<file path="src/rtl/sap_pkg.sv">
package sap_pkg;

  // Clock and timebase figures
  localparam int unsigned CLK_HZ     = 25_000_000;
  localparam int unsigned TB0_MS     = 10;
  localparam int unsigned TB1_S      = 1;
  localparam int unsigned TB2_MIN    = 1;
  localparam int unsigned TB0_CYC    = CLK_HZ / 1000 * TB0_MS;
  localparam int unsigned TB1_CYC    = CLK_HZ * TB1_S;
  localparam int unsigned TB2_CYC    = CLK_HZ * 60 * TB2_MIN;

  // Timebase selector codes
  localparam logic [1:0]  TB_10MS    = 2'h0;
  localparam logic [1:0]  TB_1S      = 2'h1;
  localparam logic [1:0]  TB_1MIN    = 2'h2;

  // Register byte offsets
  localparam logic [7:0]  OFS_CTRL   = 8'h00;
  localparam logic [7:0]  OFS_GAIN   = 8'h04;
  localparam logic [7:0]  OFS_ZERO   = 8'h08;
  localparam logic [7:0]  OFS_LOW    = 8'h0C;
  localparam logic [7:0]  OFS_HIGH   = 8'h10;
  localparam logic [7:0]  OFS_PERIOD = 8'h14;
  localparam logic [7:0]  OFS_DEC    = 8'h18;
  localparam logic [7:0]  OFS_STATUS = 8'h1C;
  localparam logic [7:0]  OFS_HTICKS = 8'h20;

  // Control field positions
  localparam int          CTRL_SRC   = 0;
  localparam int          CTRL_TB    = 1;

  // Value limits: gain in hundredths, others in plain units
  localparam logic signed [15:0] GAIN_MAX = 16'sh03E8;
  localparam logic signed [15:0] ZERO_MAX = 16'sh2710;
  localparam logic signed [15:0] LIM_MAX  = 16'sh4E20;
  localparam logic signed [15:0] SCALE    = 16'sh0064;
  localparam logic [1:0]         DEC_MAX  = 2'h3;

  // Reset values
  localparam logic signed [15:0] GAIN_RST = 16'sh0064;
  localparam logic signed [15:0] ZERO_RST = 16'sh0000;
  localparam logic signed [15:0] LOW_RST  = 16'sh0000;
  localparam logic signed [15:0] HIGH_RST = 16'sh03E8;
  localparam logic [15:0]        PER_RST  = 16'h0004;
  localparam logic [15:0]        PER_MIN  = 16'h0001;

  // Divider geometry
  localparam int                 NUM_W    = 40;
  localparam int                 DEN_W    = 24;
  localparam logic [5:0]         DIV_LAST = 6'h27;

  typedef enum logic [1:0] {SAP_IDLE, SAP_CALC, SAP_RUN} sap_fsm_t;

endpackage

</file>
<file path="src/rtl/sap_pwm.sv">
// Our own choices: the APB interface to the registers and the register addresses.
`timescale 1ns/1ns
module sap_pwm #(
  parameter int unsigned TB0_CYC = sap_pkg::TB0_CYC,
  parameter int unsigned TB1_CYC = sap_pkg::TB1_CYC,
  parameter int unsigned TB2_CYC = sap_pkg::TB2_CYC
) (
  input  wire logic        pclk,
  input  wire logic        presetn,
  input  wire logic [7:0]  paddr,
  input  wire logic        psel,
  input  wire logic        penable,
  input  wire logic        pwrite,
  input  wire logic [31:0] pwdata,
  output logic [31:0]      prdata,
  output logic             pready,
  output logic             pslverr,
  input  wire logic        en,
  input  wire logic [15:0] analog_in,
  input  wire logic [15:0] ext_period,
  output logic             pwm_out
);
  typedef struct packed {
    logic                en_m;
    logic                en_s;
    logic                en_d;
    logic [15:0]         ain_m;
    logic [15:0]         ain_s;
    logic                src_ext;
    logic [1:0]          tbase;
    logic signed [15:0]  gain;
    logic signed [15:0]  zero;
    logic signed [15:0]  low;
    logic signed [15:0]  high;
    logic [15:0]         period;
    logic [1:0]          dec;
    sap_pkg::sap_fsm_t   fsm;
    logic [31:0]         tick_cnt;
    logic [15:0]         per_cnt;
    logic [15:0]         per_cur;
    logic [15:0]         per_nxt;
    logic [15:0]         hi_ticks;
    logic                div_go;
    logic                pwm;
    logic                rdy;
    logic                err;
    logic [31:0]         rdata;
  } sap_state_t;
  sap_state_t s_r;
  sap_state_t s_nxt;
  // Saturate a written word into a symmetric signed range
  function automatic logic signed [15:0] sap_clamp(
    input logic [31:0]        wd,
    input logic signed [15:0] lim
  );
    logic signed [31:0] v;
    v = $signed(wd);
    v = (v > 32'(lim)) ? 32'(lim) : (v < -32'(lim)) ? -32'(lim) : v;
    return v[15:0];
  endfunction
  // Address decode shared by error answer and write steering
  function automatic logic sap_mapped(input logic [7:0] a);
    case (a)
      sap_pkg::OFS_CTRL, sap_pkg::OFS_GAIN, sap_pkg::OFS_ZERO,
      sap_pkg::OFS_LOW, sap_pkg::OFS_HIGH, sap_pkg::OFS_PERIOD,
      sap_pkg::OFS_DEC, sap_pkg::OFS_STATUS, sap_pkg::OFS_HTICKS: return 1'b1;
      default:              return 1'b0;
    endcase
  endfunction
  // Cycles in one timebase tick
  function automatic logic [31:0] sap_tb(input logic [1:0] sel);
    case (sel)
      sap_pkg::TB_1S:   return 32'(TB1_CYC);
      sap_pkg::TB_1MIN: return 32'(TB2_CYC);
      default:          return 32'(TB0_CYC);
    endcase
  endfunction
  logic signed [31:0]         prod;
  logic signed [31:0]         zero100;
  logic signed [31:0]         low100;
  logic signed [31:0]         high100;
  logic signed [33:0]         work100;
  logic signed [33:0]         dif;
  logic signed [33:0]         span;
  logic                       sat_lo;
  logic                       sat_hi;
  logic [15:0]                pnew;
  logic [sap_pkg::NUM_W-1:0]  num;
  logic [sap_pkg::DEN_W-1:0]  den;
  logic [31:0]                tb_last;
  logic                       div_done;
  logic [sap_pkg::NUM_W-1:0]  quo;
  logic [31:0]                rdv;
  // Working value kept in hundredths so the gain needs no divide
  assign prod    = $signed(s_r.ain_s) * s_r.gain;
  assign zero100 = s_r.zero * sap_pkg::SCALE;
  assign low100  = s_r.low * sap_pkg::SCALE;
  assign high100 = s_r.high * sap_pkg::SCALE;
  assign work100 = 34'(prod) + 34'(zero100);
  assign dif     = work100 - 34'(low100);
  assign span    = 34'(high100) - 34'(low100);
  // Saturation; an inverted span lands on the low side first
  assign sat_lo  = work100 <= 34'(low100);
  assign sat_hi  = work100 >= 34'(high100);
  assign pnew    = s_r.src_ext ? ((ext_period == '0) ? sap_pkg::PER_MIN
                                   : ext_period) : s_r.period;
  // In range, dif is below span, which fits the divider width
  assign num     = sat_lo ? '0 :
                   sat_hi ? 40'(pnew) :
                   40'(dif[sap_pkg::DEN_W-1:0]) * 40'(pnew);
  assign den     = (sat_lo | sat_hi) ? 24'h000001 : span[sap_pkg::DEN_W-1:0];
  assign tb_last = sap_tb(s_r.tbase) - 32'h00000001;
  sap_div u_div (
    .pclk    (pclk),
    .presetn (presetn),
    .start   (s_r.div_go),
    .num     (num),
    .den     (den),
    .done    (div_done),
    .quo     (quo)
  );
  // Read data; reserved bits read as zero
  always_comb begin
    case (paddr)
      sap_pkg::OFS_CTRL:   rdv = {29'h0, s_r.tbase, s_r.src_ext};
      sap_pkg::OFS_GAIN:   rdv = 32'(s_r.gain);
      sap_pkg::OFS_ZERO:   rdv = 32'(s_r.zero);
      sap_pkg::OFS_LOW:    rdv = 32'(s_r.low);
      sap_pkg::OFS_HIGH:   rdv = 32'(s_r.high);
      sap_pkg::OFS_PERIOD: rdv = {16'h0, s_r.period};
      sap_pkg::OFS_DEC:    rdv = {30'h0, s_r.dec};
      sap_pkg::OFS_STATUS: rdv = {29'h0, s_r.pwm,
                                  s_r.fsm == sap_pkg::SAP_RUN, s_r.en_s};
      sap_pkg::OFS_HTICKS: rdv = {16'h0, s_r.hi_ticks};
      default:             rdv = 32'h0;
    endcase
  end
  // Next state: synchronisers, bus slave, sequencer and output
  always_comb begin
    s_nxt        = s_r;
    s_nxt.en_m   = en;
    s_nxt.en_s   = s_r.en_m;
    s_nxt.en_d   = s_r.en_s;
    s_nxt.ain_m  = analog_in;
    s_nxt.ain_s  = s_r.ain_m;
    s_nxt.div_go = 1'b0;
    s_nxt.per_nxt = s_r.div_go ? pnew : s_r.per_nxt; // Matches divider input
    // Ready in the first access cycle, so every transfer has no wait
    s_nxt.rdy    = psel & ~penable;
    s_nxt.err    = psel & ~penable & ~sap_mapped(paddr);
    s_nxt.rdata  = (psel & ~penable) ? rdv : s_r.rdata;
    if (psel & penable & s_r.rdy & pwrite & ~s_r.err) begin
      case (paddr)
        sap_pkg::OFS_CTRL: begin
          s_nxt.src_ext = pwdata[sap_pkg::CTRL_SRC];
          s_nxt.tbase   = pwdata[sap_pkg::CTRL_TB +: 2];
        end
        sap_pkg::OFS_GAIN: s_nxt.gain = sap_clamp(pwdata,
                                          sap_pkg::GAIN_MAX);
        sap_pkg::OFS_ZERO: s_nxt.zero = sap_clamp(pwdata,
                                          sap_pkg::ZERO_MAX);
        sap_pkg::OFS_LOW:  s_nxt.low  = sap_clamp(pwdata,
                                          sap_pkg::LIM_MAX);
        sap_pkg::OFS_HIGH: s_nxt.high = sap_clamp(pwdata,
                                          sap_pkg::LIM_MAX);
        sap_pkg::OFS_PERIOD: s_nxt.period = (pwdata[15:0] == '0)
                                 ? sap_pkg::PER_MIN : pwdata[15:0];
        // Stored for software only; nothing below reads it
        sap_pkg::OFS_DEC:  s_nxt.dec = pwdata[1:0];
        default: ;
      endcase
    end
    case (s_r.fsm)
      sap_pkg::SAP_IDLE: begin
        if (s_r.en_s & ~s_r.en_d) begin
          s_nxt.fsm     = sap_pkg::SAP_CALC;
          s_nxt.div_go  = 1'b1;
        end
      end
      sap_pkg::SAP_CALC: begin
        if (div_done) begin
          s_nxt.fsm      = sap_pkg::SAP_RUN;
          s_nxt.hi_ticks = quo[15:0];
          s_nxt.per_cur  = s_r.per_nxt;
          s_nxt.div_go   = 1'b1;
        end
      end
      sap_pkg::SAP_RUN: begin
        if (s_r.tick_cnt >= tb_last) begin
          s_nxt.tick_cnt = '0;
          if (s_r.per_cnt >= s_r.per_cur - 16'h0001) begin
            // Next period's figures were worked out during this one
            s_nxt.per_cnt  = '0;
            s_nxt.hi_ticks = quo[15:0];
            s_nxt.per_cur  = s_r.per_nxt;
            s_nxt.div_go   = 1'b1;
          end else begin
            s_nxt.per_cnt = s_r.per_cnt + 16'h0001;
          end
        end else begin
          s_nxt.tick_cnt = s_r.tick_cnt + 32'h00000001;
        end
      end
      default: s_nxt.fsm = sap_pkg::SAP_IDLE;
    endcase
    if (~s_r.en_s) begin
      s_nxt.fsm      = sap_pkg::SAP_IDLE;
      s_nxt.per_cnt  = '0;
      s_nxt.tick_cnt = '0;
    end
    // High part first, low for the rest of the period
    s_nxt.pwm = (s_nxt.fsm == sap_pkg::SAP_RUN) &&
                (s_nxt.per_cnt < s_nxt.hi_ticks);
  end
  // State register
  always_ff @(posedge pclk or negedge presetn) begin
    if (!presetn) begin
      s_r        <= '0;
      s_r.gain   <= sap_pkg::GAIN_RST;
      s_r.zero   <= sap_pkg::ZERO_RST;
      s_r.low    <= sap_pkg::LOW_RST;
      s_r.high   <= sap_pkg::HIGH_RST;
      s_r.period <= sap_pkg::PER_RST;
      s_r.fsm    <= sap_pkg::SAP_IDLE;
    end else begin
      s_r <= s_nxt;
    end
  end
  assign prdata  = s_r.rdata;
  assign pready  = s_r.rdy;
  assign pslverr = s_r.err;
  assign pwm_out = s_r.pwm;
endmodule // sap_pwm

</file>
<file path="src/rtl/sap_div.sv">
`timescale 1ns/1ns
module sap_div (
  input  wire logic                        pclk,
  input  wire logic                        presetn,
  input  wire logic                        start,
  input  wire logic [sap_pkg::NUM_W-1:0]   num,
  input  wire logic [sap_pkg::DEN_W-1:0]   den,
  output logic                             done,
  output logic [sap_pkg::NUM_W-1:0]        quo
);

  typedef struct packed {
    logic                       busy;
    logic                       done;
    logic [5:0]                 cnt;
    logic [sap_pkg::DEN_W:0]    rem;
    logic [sap_pkg::NUM_W-1:0]  quo;
    logic [sap_pkg::DEN_W-1:0]  den;
  } sap_div_t;

  sap_div_t s_r;
  sap_div_t s_nxt;

  // One quotient bit per cycle; a new start abandons any run in flight
  always_comb begin
    logic [sap_pkg::DEN_W:0] r;
    r          = '0;
    s_nxt      = s_r;
    s_nxt.done = 1'b0;
    if (start) begin
      s_nxt.busy = 1'b1;
      s_nxt.cnt  = '0;
      s_nxt.rem  = '0;
      s_nxt.quo  = num;
      s_nxt.den  = den;
    end else if (s_r.busy) begin
      r = {s_r.rem[sap_pkg::DEN_W-1:0], s_r.quo[sap_pkg::NUM_W-1]};
      if (r >= {1'b0, s_r.den}) begin
        r = r - {1'b0, s_r.den};
        s_nxt.quo = {s_r.quo[sap_pkg::NUM_W-2:0], 1'b1};
      end else begin
        s_nxt.quo = {s_r.quo[sap_pkg::NUM_W-2:0], 1'b0};
      end
      s_nxt.rem = r;
      s_nxt.cnt = s_r.cnt + 6'h01;
      if (s_r.cnt == sap_pkg::DIV_LAST) begin
        s_nxt.busy = 1'b0;
        s_nxt.done = 1'b1;
      end
    end
  end

  // State register
  always_ff @(posedge pclk or negedge presetn) begin
    if (!presetn) begin
      s_r <= '0;
    end else begin
      s_r <= s_nxt;
    end
  end

  assign done = s_r.done;
  assign quo  = s_r.quo;

endmodule // sap_div

</file>
<file path="config.mk">
export PLATFORM = sky130hd
export DESIGN_NAME = sap_pwm
export DESIGN_NICKNAME = d
export VERILOG_FILES = /design/src/rtl/sap_pkg.sv /design/src/rtl/sap_pwm.sv /design/src/rtl/sap_div.sv
export SDC_FILE = /design/constraint.sdc
export NUM_CORES = 2
export LEC_CHECK = 0
export ABC_AREA = 1
export BUFFER_PORTS_ARGS = -buffer_cell sky130_fd_sc_hd__buf_2
export CAP_MARGIN = 20
export CORE_UTILIZATION = 25
export CTS_CLUSTER_SIZE = 28
export DETAILED_ROUTE_END_ITERATION = 10
export RECOVER_POWER = 25
export SLEW_MARGIN = 30
export SYNTH_ARGS = -nofsm -noshare
export SYNTH_HDL_FRONTEND = slang
export SYNTH_SLANG_ARGS = --single-unit
</file>
<file path="constraint.sdc">
create_clock -name pclk -period 38.1 [get_ports pclk]
set_input_delay 0 -clock pclk [delete_from_list [all_inputs] [get_ports pclk]]
set_output_delay 0 -clock pclk [all_outputs]
set_load 0.02 [all_outputs]
</file>
Word level (Yosys, flattened, before mapping). Index checks and enable logic that the tools add are counted.

Equal/unequal tests: 18. Mux-type cells: 39. Bitwise operators: 12. Multipliers: 5. $lt $le $gt $ge: 12. Add/subtract/negate cells: 9. Reduce and logical (&&, ||, !) cells: 16.

Operators with widths (number): one-hot mux 32 bit (9 select lines) (1); two-way mux 16 bit (12); two-way mux 40 bit (2); two-way mux 73 bit (1); two-way mux 71 bit (1); multiplier 16 x 6 -> 22 bit (second input constant) (3); two-way mux 32 bit (2); one-hot mux 16 bit (2 select lines) (2); one-hot mux 31 bit (2 select lines) (1); two-way mux 17 bit (3); two-way mux 50 bit (1); two-way mux 48 bit (1); subtractor 24 bit (2); multiplier 24 x 16 -> 40 bit (1); adder 32 x 24 -> 33 bit (1); greater-or-equal comparator 33 x 24 -> 1 bit (1); less-or-equal comparator 33 x 24 -> 1 bit (1); adder 32 x 1 -> 32 bit (second input constant) (1); equality test 8 x 5 -> 1 bit (second input constant) (4); greater-or-equal comparator 32 bit (1); > comparator 32 x 11 -> 1 bit (second input constant) (1); > comparator 32 x 15 -> 1 bit (second input constant) (1); > comparator 32 x 16 -> 1 bit (second input constant) (1); logical NOT 16 bit (2); other kinds (35) (64).

Input port bits: 78. Output and inout port bits: 35. Word-level logic and storage cells: 141. Flip-flop bits (word level): 350.

Longest topological paths before layout.
Word-level depth: 9. Gate-level depth with buffers: 62.

Hierarchy. Synthesis repeated with hierarchy kept, for this count alone.

Cell total of the unflattened synthesis: 6630. Area, all modules: 50855.0 µm².

Modules (own cells, without submodules): sap_pwm (times used 1, area each 44517.7 µm², cells an instance 5727); sap_div (times used 1, area each 6337.3 µm², cells an instance 903).

Worst setup path after synthesis. No wires, ideal clock.

Path type: register -> register. Start: register s_r[185] in the netlist's numbering. End: register u_div.s_r (netlist bit u_div.quo[38]). Stages on the path, launching flop included: 63. Clock period less this slack: 12.887 ns. Setup time: 0.124 ns. Path slack: 25.213 ns. Path buffers: 0. Data arrival time: 12.763 ns. Path through: dfrtp_1 > ha_1 > fa_1 > ha_1 > ha_1 > inv_1 > fa_1 > o21ai_0 > a21oi_1 > o21bai_1 > a21o_1 > a21oi_1 > xor2_1 > fa_1 > inv_1 > fa_1 > inv_1 > fa_1 > [27 not listed] > fa_1 > inv_1 > fa_1 > inv_1 > fa_1 > inv_1 > ha_1 > a21oi_1 > inv_1 > a31oi_1 > o21ai_0 > a31oi_1 > nand3_1 > nand3_1 > nand2_1 > or2_2 > nand3_1 > nand3_1.

Longest elaborated chain between the ends: 7.

RTL lines: from (decl) (RTL line sap_pwm.sv:49) `sap_state_t s_r;`; from (signal assigned) (RTL line sap_pwm.sv:226) `s_r <= s_nxt;`; multiplier 16 x 6 -> 22 bit * (RTL line sap_pwm.sv:96) `assign zero100 = s_r.zero * sap_pkg::SCALE;`; adder 32 x 24 -> 33 bit * (RTL line sap_pwm.sv:99) `assign work100 = 34'(prod) + 34'(zero100);`; subtractor 24 bit (RTL line sap_pwm.sv:100) `assign dif = work100 - 34'(low100);`; multiplier 24 x 16 -> 40 bit (RTL line sap_pwm.sv:110) `40'(dif[sap_pkg::DEN_W-1:0]) * 40'(pnew);`; two-way mux 40 bit (RTL line sap_pwm.sv:109) `sat_hi ? 40'(pnew) :`; two-way mux 40 bit * (RTL line sap_pwm.sv:108) `assign num = sat_lo ? '0 :`; two-way mux 71 bit * (RTL line sap_div.sv:30) `if (start) begin`; to (signal assigned) (RTL line sap_div.sv:58) `s_r <= s_nxt;`; to (decl) (RTL line sap_div.sv:21) `sap_div_t s_r;`.

Every way passes the cells marked *; elsewhere a longest branch is shown, timed or not. A chain may end at the register's enable or synchronous reset.

Final worst setup path. Ends and elaborated chain as after synthesis.

==> qor.txt <==
CELLS AND AREA
------------------------------------------------------------------------------------------------------
Post-route insts no fill                                                                          8754
Leading cell type in the layout, fill and taps excluded                                   sky130_fd_sc_hd__inv_1
Share of cells above drive strength 1                                                            4.53%
Final net count                                                                                   7438
P&R area growth vs syn                                                                           10.6%
Commonest cells after routing, fill and taps aside                                        1376 x sky130_fd_sc_hd__inv_1, 1246 x sky130_fd_sc_hd__nand2_1, 639 x sky130_fd_sc_hd__fa_1
Fraction of the core area covered by cells at the end of the flow                                28.0%

SYNTHESIS
------------------------------------------------------------------------------------------------------
Number of enable flip-flop cells after synthesis                                                     0
Syn Inst Count                                                                                    6147
Post-Syn Area                                                                               48900 um^2
Asr flop ratio synth                                                                              100%
Distinct cell type count after synthesis                                                            64
Total of flip-flops plus latches after synthesis                                                   334
Sequential share of the synthesized area                                                         17.1%
Syn avg cell area                                                                            7.95 um^2
Synthesis Warnings                                                                                   0
Commonest register cell after synthesis                                                   sky130_fd_sc_hd__dfrtp_1

RUN STATUS
------------------------------------------------------------------------------------------------------
Result of the run                                                                         finished, violations left
Violations in the final reports                                                           max-capacitance violations, max-slew violations

TIMING
------------------------------------------------------------------------------------------------------
Setup repair after global routing missed its margin                                              false
Period Utilization, post-route                                                                   38.2%
Final Hold Vio Count                                                                                 0
Final setup vio count                                                                                0
Headroom to the max-slew limit                                                                   -217%
Highest Clock Rate                                                                            68.8 MHz
Slew of the pin with the lowest slew margin                                                    4750 ps
Worst setup skew after layout                                                                  22.3 ps
Time the worst path needs with I/O delays and setup                                           14540 ps
Final-report max-slew violation count                                                              170
Sum of negative setup slack                                                                       0 ps

PLACE
------------------------------------------------------------------------------------------------------
GPL Wtd Cong                                                                                     0.953
Port Buf Inserts                                                                                   112
Post-detail-place hpwl                                                                       129000 um
Total instance count after detailed placement                                                     8624

WORST SETUP PATH
------------------------------------------------------------------------------------------------------
Critical Path Start                                                                       s_r[185]$_DFFE_PN0P_
Kind of end point of the critical path                                                        register
Flop-to-flop setup slack                                                                      23560 ps
Highest net fanout along the worst path                                                             10
Kind of critical path                                                                          reg2reg
Cell type of the slowest stage on the worst timing path                                   sky130_fd_sc_hd__fa_1
Cell repeated most along the worst path                                                   sky130_fd_sc_hd__fa_1
Crit start category                                                                           register
Arrival time worst endpoint                                                                   15050 ps
Delay of the slowest critical-path stage                                                        630 ps
Reg-to-reg startpoint                                                                     s_r[185]$_DFFE_PN0P_
Data required time at the worst endpoint                                                      38610 ps

GLOBAL ROUTE
------------------------------------------------------------------------------------------------------
Global routing met1 resource utilization                                                         20.4%
Initial antenna violation count                                                                      9
Most crowded layer after global routing                                                           met2
GR Util met2                                                                                     27.4%
All-Layer GR Usage                                                                               15.9%
Largest net degree at the start of global routing                                                  118
Wire length of the first global-routing pass                                                 248000 um
Number of global-route vias before repair                                                        43400
GR Overflow Total                                                                                    0
Met3 usage in global routing                                                                     1.97%

ROUTE
------------------------------------------------------------------------------------------------------
Routed len/inst                                                                                17.8 um
Final wirelength                                                                             156000 um
Antenna violation net count after detailed routing                                                   0
DRC viols                                                                                            0
Count of routing violations after the opening detailed-route iteration                            2978
Vias after detailed routing                                                                      41400
Routed vias/inst                                                                                  4.73
Detailed-routing iteration count for the pre-antenna-repair pass                                     6

CLOCK TREE
------------------------------------------------------------------------------------------------------
Clock latency of the later-clocked register in the worst-skew pair                              630 ps
CTS-repair resized insts                                                                             0
Buffers from clock root to sink, at most                                                             3
Post-CTS setup buffer count                                                                          0
TritonCTS clock tree                                                                             built
Clock transition at the register clock pins on the worst setup and hold paths after CTS          60 ps
Clock Root Buffer                                                                         sky130_fd_sc_hd__clkbuf_16
CTS sink cnt                                                                                       334
Number of levels the H-tree was split into                                                           2
Number of CTS-inserted buffers                                                                      42

RUN
------------------------------------------------------------------------------------------------------
Maxcap violations                                                                                    3

DIE
------------------------------------------------------------------------------------------------------
Core area                                                                                  193000 um^2
Starting density of the core                                                                     25.3%
Area of the die                                                                            197000 um^2
I/O pin total                                                                                      113
Chip Width                                                                                      444 um
Number of cell rows                                                                                161
Die extent in y                                                                                 444 um

HOLD PATH
------------------------------------------------------------------------------------------------------
Type of the worst min-delay path                                                                in2reg
Start point of the worst min-delay path                                                   analog_in[1]

-- worst max-delay path: cells and delay by family (launching register included) --
| family | cells | cell delay [ps] |
|---|---|---|
| flip-flops | 1 | 440 |
| buffers and inverters | 10 | 950 |
| AND/OR/NAND/NOR | 13 | 1930 |
| AO/OA/AOI/OAI | 14 | 2400 |
| adder cells (fa/ha/maj) | 19 | 8280 |
| XOR/XNOR | 2 | 420 |
-- cells in the mapped netlist, types with 3 or more instances --
library cell / number / area (um^2)
sky130_fd_sc_hd__o22ai_1: 62 / 388
sky130_fd_sc_hd__dfstp_2: 10 / 263
sky130_fd_sc_hd__o21ai_2: 9 / 78.8
sky130_fd_sc_hd__a31oi_1: 29 / 181
sky130_fd_sc_hd__and3_1: 3 / 18.8
sky130_fd_sc_hd__buf_1: 5 / 18.8
sky130_fd_sc_hd__nand3b_1: 5 / 37.5
sky130_fd_sc_hd__ha_1: 528 / 6610
sky130_fd_sc_hd__o21a_1: 21 / 158
sky130_fd_sc_hd__a21o_1: 18 / 135
sky130_fd_sc_hd__clkbuf_1: 159 / 597
sky130_fd_sc_hd__buf_4: 35 / 263
sky130_fd_sc_hd__nand4_1: 38 / 238
sky130_fd_sc_hd__o41ai_1: 4 / 35.0
sky130_fd_sc_hd__and2_1: 4 / 25.0
sky130_fd_sc_hd__o32ai_1: 7 / 61.3
sky130_fd_sc_hd__or2_2: 36 / 225
sky130_fd_sc_hd__o21bai_1: 14 / 105
sky130_fd_sc_hd__xor2_1: 131 / 1150
sky130_fd_sc_hd__nand2_1: 1246 / 4680
sky130_fd_sc_hd__buf_2: 6 / 30.0
sky130_fd_sc_hd__a211oi_1: 7 / 52.6
sky130_fd_sc_hd__inv_1: 1379 / 5180
sky130_fd_sc_hd__dfrtp_1: 324 / 8110
sky130_fd_sc_hd__o221ai_1: 18 / 158
sky130_fd_sc_hd__nor2_1: 336 / 1260
sky130_fd_sc_hd__a221oi_1: 13 / 114
sky130_fd_sc_hd__a22oi_1: 5 / 37.5
sky130_fd_sc_hd__o31ai_1: 17 / 128
sky130_fd_sc_hd__nor4_1: 34 / 213
sky130_fd_sc_hd__o211ai_1: 38 / 285
sky130_fd_sc_hd__inv_2: 7 / 26.3
sky130_fd_sc_hd__o21ai_1: 28 / 140
sky130_fd_sc_hd__a21boi_0: 11 / 82.6
sky130_fd_sc_hd__nor3_1: 51 / 255
sky130_fd_sc_hd__o21ai_0: 275 / 1380
sky130_fd_sc_hd__clkinv_1: 6 / 22.5
sky130_fd_sc_hd__nand3_1: 170 / 851
sky130_fd_sc_hd__fa_1: 639 / 12800
sky130_fd_sc_hd__a32o_1: 8 / 80.1
sky130_fd_sc_hd__o2111ai_1: 5 / 43.8
sky130_fd_sc_hd__a21oi_1: 307 / 1540
sky130_fd_sc_hd__xnor2_1: 70 / 613
-- cell type report --
class                   instances  area, um^2
flip-flops and latches        334        8370
repair buffers                204        1350
diodes                          1        2.50
well taps                    2526        3160
multi-input cells            4219       34500
inverters                    1392        5230
clock inverters                18         302
clock buffers                  60        1220
fillers                     20800      139000
-- cell families after synthesis --
kind of cell | synth area share [%]
compound gates | 10.8
buf+inv | 12.6
fa+ha+maj | 39.7
xor+xnor | 3.60
other cells | 0.00767
flops | 17.1
simple gates | 16.2
-- flip-flops by register name, summed over array words and instances, names as in the netlist --
register    cells
s_nxt          18
prdata         17
s_r           201
u_div.s_r      54
pwm_out         1
pslverr         1
pready          1
u_div.quo      40
u_div.done      1
-- worst paths after layout --
path	depth (start not counted)	end
max	58	u_div.quo[38]$_DFFE_PN0P_
min	2	s_nxt[220]$_DFF_PN0_
max reg2reg	58	u_div.quo[38]$_DFFE_PN0P_
min reg2reg	0	s_r[219]$_DFF_PN0_
max in group asynchronous	7	s_nxt[231]$_DFF_PN0_
min in group asynchronous	3	u_div.s_r[78]$_DFFE_PN0P_
-- layer usage --
layer | part of all wire [%] | routed length (um)
met5 | 0.012 | 18
met4 | 3.8 | 5960
met3 | 5.5 | 8600
met2 | 49 | 75800
met1 | 42 | 65800
-- what timing repair did --
action                                  in CTS  in global routing
hold buffers                                47                  1
endpoints found under the setup margin       0                  0
endpoints found under the hold margin      224                 30
-- stage by stage --
step	hold WS, ps	worst slack, ps	cell area (um^2)
6_report	28.9	23560	54100
3_3_place_gp	108	23520	52100
2_1_floorplan	-296	25210	48900
3_5_place_dp	109	23610	52100
5_1_grt	28.0	22590	54100
4_1_cts	6.35	23550	54100
Power is left out: the tool's default activity adds up to more than one toggle a clock period on the data nets, which glitch-free logic cannot reach.
